<file path="src/rtl/icm_pkg.sv">
package icm_pkg;
  localparam logic [11:0] ADDR_SLAVE   = 12'hf0b;
  localparam logic [11:0] ADDR_UNLOCK  = 12'hf0c;
  localparam logic [11:0] ADDR_STATUS  = 12'hf0d;
  localparam logic [7:0]  UNLOCK_KEY   = 8'h93;
  localparam logic [15:0] CRC_SEED     = 16'hffff;
  localparam logic [4:0]  CMD_PROGRAM  = 5'h14;
  localparam logic [4:0]  CMD_ERASE    = 5'h06;
  localparam logic [4:0]  CMD_BLANK    = 5'h0d;
  localparam logic [4:0]  CMD_CLR_CRC  = 5'h1a;
  localparam logic [4:0]  CMD_RST_CPU  = 5'h09;
  localparam logic [2:0]  RD_IDX_CMD   = 3'h1;
  localparam logic [2:0]  RD_IDX_CRC_H = 3'h4;
  localparam logic [2:0]  RD_IDX_CRC_L = 3'h5;
  localparam int          ST_PROG_BIT  = 0;
  localparam int          ST_TESTA_BIT = 1;
  localparam int          ST_TESTB_BIT = 2;
  localparam int          ST_WRITER_BIT = 3;
endpackage : icm_pkg

</file>
<file path="src/rtl/icm_crc_mode.sv">
`timescale 1ns/1ns
module icm_crc_mode
(
  input  wire logic        clk,
  input  wire logic        srst,
  input  wire logic [11:0] reg_addr,
  input  wire logic [7:0]  reg_wdata,
  input  wire logic        reg_wr,
  input  wire logic        reg_rd,
  output logic      [7:0]  reg_rdata,
  input  wire logic        cmd_valid,
  input  wire logic [4:0]  cmd_code,
  input  wire logic        byte_valid,
  input  wire logic [7:0]  byte_data,
  input  wire logic        byte_is_low_addr,
  input  wire logic        byte_acked,
  input  wire logic        cmd_rd_valid,
  input  wire logic [2:0]  cmd_rd_index,
  output logic      [7:0]  cmd_rd_data,
  output logic      [15:0] crc_value,
  output logic      [6:0]  prog_slave_addr,
  output logic             prog_mode,
  output logic             cpu_restart,
  input  wire logic        chip_reset,
  input  wire logic        strap_pin_nine,
  input  wire logic        strap_pin_eight,
  input  wire logic        selftest_out_pin,
  output logic             test_mode_a,
  output logic             test_mode_b,
  output logic             writer_mode
);

  typedef enum logic [1:0] {ICM_IDLE, ICM_SHIFT} icm_state_e;

  icm_state_e  state_r;
  logic [15:0] crc_r;
  logic [7:0]  shift_r;
  logic [2:0]  bit_cnt_r;
  logic [4:0]  cur_cmd_r;
  logic [6:0]  slave_r;
  logic        prog_r;
  logic        restart_r;
  logic        reset_d_r;
  logic        test_b_r;
  logic [7:0]  rdata_r;
  logic [7:0]  cmd_rd_r;

  icm_state_e  state_nxt;
  logic [15:0] crc_nxt;
  logic [7:0]  shift_nxt;
  logic [2:0]  bit_cnt_nxt;
  logic [4:0]  cur_cmd_nxt;
  logic [6:0]  slave_nxt;
  logic        prog_nxt;
  logic        test_b_nxt;
  logic [7:0]  rdata_nxt;
  logic [7:0]  cmd_rd_nxt;

  wire logic        feedback_bit;
  wire logic        incoming_bit;
  wire logic [15:0] crc_step;
  wire logic        erase_like;
  wire logic        byte_counts;
  wire logic        clr_cmd;
  wire logic        rst_cmd;
  wire logic        latch_cmd;
  wire logic        wr_slave;
  wire logic        wr_unlock;
  wire logic        key_ok;
  wire logic        rd_slave;
  wire logic        rd_status;
  wire logic [7:0]  status_word;
  wire logic [7:0]  slave_word;
  wire logic [7:0]  reg_rd_word;
  wire logic        idx_cmd;
  wire logic        idx_crc_h;
  wire logic        idx_crc_l;
  wire logic [7:0]  cmd_rd_word;
  wire logic        reset_fall;
  wire logic        mode_a_straps;
  wire logic        mode_b_straps;
  wire logic        writer_straps;

  assign incoming_bit = shift_r[7];
  assign feedback_bit = crc_r[15] ^ incoming_bit;
  assign crc_step = {crc_r[14] ^ feedback_bit, crc_r[13:2],
                     crc_r[1] ^ feedback_bit, crc_r[0], feedback_bit};

  assign erase_like = (cur_cmd_r == icm_pkg::CMD_ERASE) ||
                      (cur_cmd_r == icm_pkg::CMD_BLANK);
  // A byte the slave refused while busy must never reach the CRC
  assign byte_counts = byte_valid && byte_acked && !byte_is_low_addr
                       && !erase_like && prog_r;
  assign clr_cmd = cmd_valid && prog_r && (cmd_code == icm_pkg::CMD_CLR_CRC);
  assign rst_cmd = cmd_valid && prog_r && (cmd_code == icm_pkg::CMD_RST_CPU);
  // Clear and restart act at once and are never echoed as the current command
  assign latch_cmd = cmd_valid && (cmd_code != icm_pkg::CMD_CLR_CRC)
                     && (cmd_code != icm_pkg::CMD_RST_CPU);

  assign wr_slave  = reg_wr && (reg_addr == icm_pkg::ADDR_SLAVE);
  assign wr_unlock = reg_wr && (reg_addr == icm_pkg::ADDR_UNLOCK);
  assign key_ok    = (reg_wdata == icm_pkg::UNLOCK_KEY);
  assign rd_slave  = reg_rd && (reg_addr == icm_pkg::ADDR_SLAVE);
  assign rd_status = reg_rd && (reg_addr == icm_pkg::ADDR_STATUS);

  assign status_word[7:4] = 4'h0;
  assign status_word[icm_pkg::ST_PROG_BIT]   = prog_r;
  assign status_word[icm_pkg::ST_TESTA_BIT]  = test_mode_a;
  assign status_word[icm_pkg::ST_TESTB_BIT]  = test_mode_b;
  assign status_word[icm_pkg::ST_WRITER_BIT] = writer_mode;
  assign slave_word  = {1'b0, slave_r};
  // Unmapped and write-only addresses read as zero
  assign reg_rd_word = rd_slave  ? slave_word :
                       rd_status ? status_word : 8'h00;

  assign idx_cmd   = (cmd_rd_index == icm_pkg::RD_IDX_CMD);
  assign idx_crc_h = (cmd_rd_index == icm_pkg::RD_IDX_CRC_H);
  assign idx_crc_l = (cmd_rd_index == icm_pkg::RD_IDX_CRC_L);
  assign cmd_rd_word = idx_cmd   ? {3'h0, cur_cmd_r} :
                       idx_crc_h ? crc_r[15:8] :
                       idx_crc_l ? crc_r[7:0]  : 8'h00;

  // Mode B straps are sampled on the clock, so a reset pulse shorter than a cycle is missed for test_mode_b
  assign reset_fall    = reset_d_r && !chip_reset;
  assign mode_a_straps = strap_pin_nine && !strap_pin_eight && !selftest_out_pin;
  assign mode_b_straps = strap_pin_nine && !strap_pin_eight && selftest_out_pin;
  assign writer_straps = !strap_pin_nine && strap_pin_eight;

  assign cur_cmd_nxt = latch_cmd ? cmd_code : cur_cmd_r;
  assign slave_nxt   = wr_slave ? reg_wdata[6:0] : slave_r;
  // A fresh unlock wins over a restart arriving in the same cycle
  assign prog_nxt    = (wr_unlock && key_ok) ? 1'b1 :
                       rst_cmd ? 1'b0 : prog_r;
  assign test_b_nxt  = reset_fall ? mode_b_straps : test_b_r;
  assign rdata_nxt   = reg_rd_word;
  assign cmd_rd_nxt  = cmd_rd_valid ? cmd_rd_word : cmd_rd_r;

  // A new byte is ignored until the previous one has run out after eight steps
  always_comb
  begin
    state_nxt   = state_r;
    crc_nxt     = crc_r;
    shift_nxt   = shift_r;
    bit_cnt_nxt = bit_cnt_r;
    case (state_r)
      ICM_IDLE:
      begin
        if (byte_counts)
        begin
          state_nxt   = ICM_SHIFT;
          shift_nxt   = byte_data;
          bit_cnt_nxt = 3'h7;
        end
      end
      ICM_SHIFT:
      begin
        crc_nxt     = crc_step;
        shift_nxt   = {shift_r[6:0], 1'b0};
        bit_cnt_nxt = bit_cnt_r - 3'h1;
        if (bit_cnt_r == 3'h0)
        begin
          state_nxt = ICM_IDLE;
        end
      end
      default:
      begin
        state_nxt = ICM_IDLE;
      end
    endcase
    // Clear aborts a shift in progress and beats a byte arriving with it
    if (clr_cmd)
    begin
      state_nxt = ICM_IDLE;
      crc_nxt   = icm_pkg::CRC_SEED;
    end
  end

  always_ff @(posedge clk)
  begin
    if (srst)
    begin
      state_r <= ICM_IDLE;
    end
    else
    begin
      state_r <= state_nxt;
    end
  end

  always_ff @(posedge clk)
  begin
    if (srst)
    begin
      crc_r <= icm_pkg::CRC_SEED;
    end
    else
    begin
      crc_r <= crc_nxt;
    end
  end

  always_ff @(posedge clk)
  begin
    if (srst)
    begin
      shift_r <= 8'h00;
    end
    else
    begin
      shift_r <= shift_nxt;
    end
  end

  always_ff @(posedge clk)
  begin
    if (srst)
    begin
      bit_cnt_r <= 3'h0;
    end
    else
    begin
      bit_cnt_r <= bit_cnt_nxt;
    end
  end

  always_ff @(posedge clk)
  begin
    if (srst)
    begin
      cur_cmd_r <= 5'h00;
    end
    else
    begin
      cur_cmd_r <= cur_cmd_nxt;
    end
  end

  always_ff @(posedge clk)
  begin
    if (srst)
    begin
      slave_r <= 7'h00;
    end
    else
    begin
      slave_r <= slave_nxt;
    end
  end

  always_ff @(posedge clk)
  begin
    if (srst)
    begin
      prog_r <= 1'b0;
    end
    else
    begin
      prog_r <= prog_nxt;
    end
  end

  always_ff @(posedge clk)
  begin
    if (srst)
    begin
      restart_r <= 1'b0;
    end
    else
    begin
      restart_r <= rst_cmd;
    end
  end

  always_ff @(posedge clk)
  begin
    if (srst)
    begin
      reset_d_r <= 1'b0;
    end
    else
    begin
      reset_d_r <= chip_reset;
    end
  end

  always_ff @(posedge clk)
  begin
    if (srst)
    begin
      test_b_r <= 1'b0;
    end
    else
    begin
      test_b_r <= test_b_nxt;
    end
  end

  always_ff @(posedge clk)
  begin
    if (srst)
    begin
      rdata_r <= 8'h00;
    end
    else
    begin
      rdata_r <= rdata_nxt;
    end
  end

  always_ff @(posedge clk)
  begin
    if (srst)
    begin
      cmd_rd_r <= 8'h00;
    end
    else
    begin
      cmd_rd_r <= cmd_rd_nxt;
    end
  end

  assign test_mode_a = chip_reset && mode_a_straps;
  assign writer_mode = chip_reset && writer_straps;
  assign test_mode_b = test_b_r;
  assign reg_rdata   = rdata_r;
  assign cmd_rd_data = cmd_rd_r;
  assign crc_value   = crc_r;
  assign prog_slave_addr = slave_r;
  assign prog_mode   = prog_r;
  assign cpu_restart = restart_r;

endmodule : icm_crc_mode

</file>
<file path="config.mk">
export PLATFORM = sky130hd
export DESIGN_NAME = icm_crc_mode
export DESIGN_NICKNAME = d
export VERILOG_FILES = /design/src/rtl/icm_pkg.sv /design/src/rtl/icm_crc_mode.sv
export SDC_FILE = /design/constraint.sdc
export NUM_CORES = 1
export LEC_CHECK = 0
export BUFFER_PORTS_ARGS = -buffer_cell sky130_fd_sc_hd__buf_2
export CORE_ASPECT_RATIO = 1.25
export CORE_UTILIZATION = 41
export CTS_CLUSTER_SIZE = 10
export DETAILED_ROUTE_END_ITERATION = 16
export HOLD_SLACK_MARGIN = 0.12
export PLACE_DENSITY_LB_ADDON = 0.05
export SYNTH_ARGS = -nofsm -noshare
export SYNTH_HDL_FRONTEND = slang
export SYNTH_SLANG_ARGS = --single-unit
</file>
<file path="constraint.sdc">
create_clock -name clk -period 2.3 [get_ports clk]
set_clock_uncertainty 0.05 [all_clocks]
set_input_delay 0.575 -clock clk [delete_from_list [all_inputs] [get_ports clk]]
set_output_delay 0.575 -clock clk [all_outputs]
set_load 0.005 [all_outputs]
</file>
==> After elaboration in Yosys (flattened, before gate mapping) <==
Index checks and enable logic that the tools add are counted.
{ "op_classes": {"bitwise": 3, "reduce_logical": 36, "muxes": 14, "eq_ne": 16, "n_addsub": 1} }
{ "op_table": {"columns": ["cell", "count"], "rows": [
  ["$eq 12x12->1 const B", 3],
  ["$mux 8", 4],
  ["$logic_and 1x1->1", 21],
  ["$pmux 8 s2", 1],
  ["$eq 5x4->1 const B", 2],
  ["$eq 8x8->1 const B", 1],
  ["$mux 7", 1],
  ["$eq 3x3->1 const B", 2],
  ["$logic_not 1->1", 6],
  ["$pmux 3 s2", 1],
  ["$eq 5x3->1 const B", 1],
  ["$eq 5x5->1 const B", 1],
  ["$ne 5x4->1 const B", 1],
  ["$ne 5x5->1 const B", 1],
  ["$mux 2", 2],
  ["$mux 4", 1],
  ["$ne 2x2->1 const B", 2],
  ["$pmux 2 s2", 1],
  ["$reduce_and 2->1", 2],
  ["$reduce_bool 2->1", 2],
  ["$reduce_or 2->1", 2],
  ["$eq 3x1->1 const B", 1],
  ["$logic_not 3->1", 1],
  ["$mux 3", 1],
  ["other kinds (6)", 9]
]} }
{ "totals": {"out_inout_bits": 44, "in_bits": 49, "ff_bits": 61, "wordCells": 83} }

==> Longest topological paths before layout <==
{ "logic_depth": {"ltp_word": 7, "ltp_mapped": 6, "depth_no_buf": 5} }

==> Worst setup path after synthesis <==
Ideal clock, no wire load.
{ "synth_timing": {"path_type": "in2reg", "start": "input port reg_addr[7]", "end": "register rdata_r[1] (netlist: reg_rdata[1])", "slack_ns": 0.456, "t_arrival_ns": 1.736, "stages": 4, "setup_ns": 0.058, "n_path_buf": 0, "cell_sequence": "or2_4 -> or3_4 -> nor4b_4 -> a22o_2"} }
{ "synth_via": {"elab_chain_cells": 4, "word_cells_on_any_way": 6} }
{ "synth_lines": {"columns": ["item", "line_no", "rtl"], "rows": [
  ["from (decl)", "icm_crc_mode.sv:6", "input wire logic [11:0] reg_addr,"],
  ["$eq 12x12->1", "icm_crc_mode.sv:104", "assign rd_status = reg_rd && (reg_addr == icm_pkg::ADDR_STATUS);"],
  ["$logic_and 1x1->1", "icm_crc_mode.sv:104", null],
  ["$mux 4", "icm_crc_mode.sv:114", "rd_status ? status_word : 8'h00;"],
  ["$mux 7 (*)", "icm_crc_mode.sv:113", "assign reg_rd_word = rd_slave ? slave_word :"],
  ["to (signal assigned)", "icm_crc_mode.sv:306", "rdata_r <= rdata_nxt;"],
  ["to (decl)", "icm_crc_mode.sv:45", "logic [7:0] rdata_r;"]
]} }
Every way passes the cells marked *; elsewhere a longest branch is shown, timed or not.
A chain may end at the register's enable or synchronous reset.

==> Final worst setup path <==
{ "layout_timing": {"start": "input port strap_pin_eight", "end": "output port test_mode_a"} }
{ "layout_via": {"elab_chain_cells": 4} }
{ "layout_lines": {"columns": ["item", "line_no", "rtl"], "rows": [
  ["from (decl)", "icm_crc_mode.sv:26", "input wire logic strap_pin_eight,"],
  ["$logic_not 1->1", "icm_crc_mode.sv:125", "assign mode_a_straps = strap_pin_nine && !strap_pin_eight && !selftest_out_pin;"],
  ["$logic_and 1x1->1 (2 in series)", "icm_crc_mode.sv:125", null],
  ["$logic_and 1x1->1", "icm_crc_mode.sv:322", "assign test_mode_a = chip_reset && mode_a_straps;"],
  ["to (decl)", "icm_crc_mode.sv:28", "output logic test_mode_a,"]
]} }
Every way passes these cells.

==> metrics.log <==
[metrics] share of flip-flops with an asynchronous set or reset after synthesis: 0%
[metrics] worst IR drop on VDD: 0.406 mV
[metrics] non-filler cells, final: 476
[metrics] data required time at the worst endpoint: 1.67 ns
[metrics] weighted congestion at the end of routability-driven global placement: 0.759
[metrics] setup TNS: 0 ns
[metrics] top-level port count: 93
[metrics] clock tree from TritonCTS: built
[metrics] largest cells by area after synthesis: dfxtp_1, mux2i_1, nor2_1, nor2b_1, buf_4
[metrics] fraction of the cycle the final worst path needs: 84.8%
[metrics] hpwl dp: 4.73 mm
[metrics] max-slew violation count: 0
[metrics] starting density of the core: 42.5%
[metrics] sink count of the clock tree: 59
[metrics] Critical Path Slowest Stage Cell: nor4bb_1
[metrics] total inserted antenna cells: 0
[metrics] Crit. End Element: primary output
[metrics] global route total overflow: 0
[metrics] Die Footprint: 7140 um2
[metrics] core outline area: 6570 um2
[metrics] Yosys reg bits: 59
[metrics] Switching Fraction: 21.8%
[metrics] # fillers: 635
[metrics] CTS-repair resized insts: 0
[metrics] capture instance of the worst register-to-register path: shift_r[4]
[metrics] top cell family by delay on the critical path: simple AND/OR/NAND/NOR gates
[metrics] highest clock rate: 513 MHz
[metrics] H-Tree Level Count: 3
[metrics] CP peak stage delay: 0.43 ns
[metrics] number of cells on the critical path: 3
[metrics] CP startpoint kind: input pin
[metrics] Port Buf Inserts: 91
[metrics] clock buffer count from CTS: 9
[metrics] Clock Tree Root: clkbuf_8
[metrics] ratio of cells with drive above 1 in the final layout: 35.7%
[metrics] number of synthesized flops with an enable pin: 0
[metrics] count of buffering cells on the critical path with inverters included: 2
[metrics] fraction of power consumed by combinational cells: 6.7%
[metrics] maximum number of buffers from clock root to sink: 2
[metrics] global routing met1 resource utilization: 22.1%
[metrics] count of placed standard cells including taps: 461
[metrics] endpoints failing setup: 0
[metrics] clock latency on the worst-skew pair: 0.33 ns
[metrics] critical path, cell by cell: buf_2 -> nor4bb_1 -> buf_2
[metrics] worst setup path endpoint: test_mode_a
[metrics] Hold Vio Cnt, Final: 0
[metrics] source of the worst hold timing path: cmd_rd_data[6]
[metrics] power density cells: 637 nW/um2
[metrics] cts-stage hold buffer count: 0
[metrics] final critical delay including setup and external delays: 1.95 ns
[metrics] post-CTS setup-driven buffer insertion count: 0
[metrics] internal power: 1.74 mW
[metrics] Final Instance Area: 3480 um2
[metrics] top library cells by usage in the layout, fill and taps aside: buf_2, dfxtp_1, nor2_1, nand2_1, mux2i_1
[metrics] slew at the pin with the worst max-slew slack: 0.612 ns
[metrics] routing layer with the top usage in global route: met2
[metrics] Std-Cell Rows: 33
[metrics] footprint of the multi-input gates: 1430 um2
[metrics] First DRT Iteration DRCs: 86
[metrics] reg-to-reg setup timing slack: 0.60 ns
[metrics] global-route met2 utilization: 30.3%
[metrics] start point of the critical path: strap_pin_eight
[metrics] DR vias/cell: 5.03
[metrics] cell leakage power: 1.43 nW
[metrics] first-pass GRT wire length: 10.3 mm
[metrics] register clock-pin slew on the reported worst setup and hold paths: 0.07 ns
[metrics] result of the run: finished clean
[metrics] maximum fanout count along the critical path: 3
[metrics] top_reg_cell synth: dfxtp_1
[metrics] layout overhead on the synthesized area: 24.9%
[metrics] combined area of all synthesized cells: 2790 um2
[metrics] mean routed wirelength per cell: 13.1 um
[metrics] total detailed-routing wirelength: 6.26 mm
[metrics] Syn Inst Count: 300
[metrics] Synth Area per Inst: 9.30 um2
[metrics] number of antenna violations at the first check in global routing: 0
[metrics] most frequent standard cell in the layout excluding fill and tap cells: buf_2
[metrics] switching power total: 0.484 mW
[metrics] cell type with the largest total area after synthesis: dfxtp_1
[metrics] power share of the sequential group: 47.0%
[metrics] count of TritonRoute iterations in the first routing pass: 4
[metrics] number of vias in the routed layout: 2393
[metrics] share of the synthesized area in the top cell type: 42.3%
[metrics] All-Layer GR Usage: 19.3%
[metrics] clock group share of total power: 46.3%
[metrics] number of nets with antenna violations after detailed routing: 0
[metrics] kind of critical path: in -> out
[metrics] count of max-cap constraint violations: 0
[metrics] height of the die: 94.2 um
[metrics] standard cell area after detailed placement: 3270 um2
[metrics] worst slew margin relative to its limit: 59.0%
[metrics] largest net degree at the start of global routing: 23
[metrics] R2R cell count: 4
[metrics] number of global-route vias before repair: 2219
[metrics] unique cell type count in the Yosys netlist: 51
[metrics] cell type with the highest occurrence count on the critical path: buf_2
[metrics] count of yosys warnings during synthesis: 0
[metrics] area used by sequential logic in the layout: 1180 um2
[metrics] met3 routing resource usage after global routing: 6.97%
[metrics] class of the worst hold path: reg -> reg
[metrics] Reg-to-Reg Start: cur_cmd_r[1]
[metrics] Worst Path Arrival: 1.33 ns
[metrics] total power of the final layout: 2.22 mW
[metrics] unrepaired setup endpoints after global routing: no
[metrics] drt drc: 0
[metrics] sequential fraction of the synthesis area: 42.3%
[metrics] final-stage net count: 436
[metrics] x dimension of the die: 75.8 um
[metrics] Final Core Density: 53.1%
[metrics] Net Count, Synth: 351
==> through the flow <==
stage / worst slack (ns) / hold slack [ns]
floorplan: 0.456 / 0.388
global placement: 0.243 / 0.400
detailed placement: 0.238 / 0.410
CTS: 0.349 / 0.420
global route: 0.317 / 0.443
finish: 0.349 / 0.423
==> cells in the mapped netlist (5+ instances only) <==
| cell | instances |
|---|---|
| nor4b_1 | 6 |
| nor2_1 | 32 |
| clkbuf_1 | 9 |
| mux2i_1 | 21 |
| nand2_1 | 22 |
| dfxtp_1 | 59 |
| inv_1 | 6 |
| buf_4 | 14 |
| mux2_2 | 8 |
| a21oi_1 | 9 |
| a22o_1 | 5 |
| o22ai_1 | 6 |
| nand2b_1 | 8 |
| o21ai_0 | 10 |
| nor2b_1 | 17 |
| nor3_1 | 7 |
==> registers in the layout (all words and copies together), names as in the netlist, 3 cells and up <==
| name | count |
|---|---|
| crc_value | 16 |
| cmd_rd_data | 8 |
| shift_r | 8 |
| prog_slave_addr | 7 |
| reg_rdata | 7 |
| cur_cmd_r | 5 |
| bit_cnt_r | 3 |
==> worst reg2reg max path, stage by stage (launching register included) <==
cell	delay, ns
dfxtp_1	0.36
and3b_1	0.23
o211ai_1	0.53
o22ai_1	0.14
nor4b_1	0.28
==> routing by layer <==
metal  part of all wire (%)  routed length [um]
met2                     47                2920
met5                      0                   0
met1                     44                2760
met4                    1.7                 108
met3                    7.5                 470
==> power groups by stage <==
stage / logic (mW) / registers [mW] / clock network, mW
6_report: 0.148 / 1.04 / 1.03
5_1_grt: 0.164 / 1.04 / 1.11
3_3_place_gp: 0.147 / 1.07 / 0
3_5_place_dp: 0.149 / 1.07 / 0
4_1_cts: 0.149 / 1.04 / 1.06
2_1_floorplan: 0.0725 / 1.06 / 0
==> area by class of cell <==
cell class / instances / share of cell area, %
inverter: 7 / 0.754
sequential: 59 / 33.9
multi-input combinational: 208 / 41.0
clock buffer: 10 / 3.95
timing repair buffer: 100 / 15.0
tap: 87 / 3.12
clock inverter: 5 / 2.23
==> worst min path at each step <==
| stage | to | slack [ns] | cells past startpoint |
|---|---|---|---|
| 2_1_floorplan | shift_r[0] | 0.39 | 2 |
| 3_3_place_gp | shift_r[0] | 0.40 | 2 |
| 3_5_place_dp | cmd_rd_data[5] | 0.41 | 2 |
| 4_1_cts | prog_slave_addr[4] | 0.42 | 3 |
| 5_1_grt | prog_slave_addr[4] | 0.44 | 3 |
| 6_report | cmd_rd_data[6] | 0.42 | 2 |
==> cell families (layout without fill, tap and decap cells) <==
logic type               after synthesis  in the layout  share of synthesized area, %
buffers and inverters                 33            122                          6.41
other                                  1              1                         0.134
adder cells (fa/ha/maj)                2              2                         0.897
XOR/XNOR                               4              4                          1.26
AND/OR/NAND/NOR                      121            121                          25.3
flip-flops                            59             59                          42.3
AO/OA/AOI/OAI                         51             51                          12.9
multiplexers                          29             29                          10.8
No activity file was read; power rests on OpenSTA's default activity.
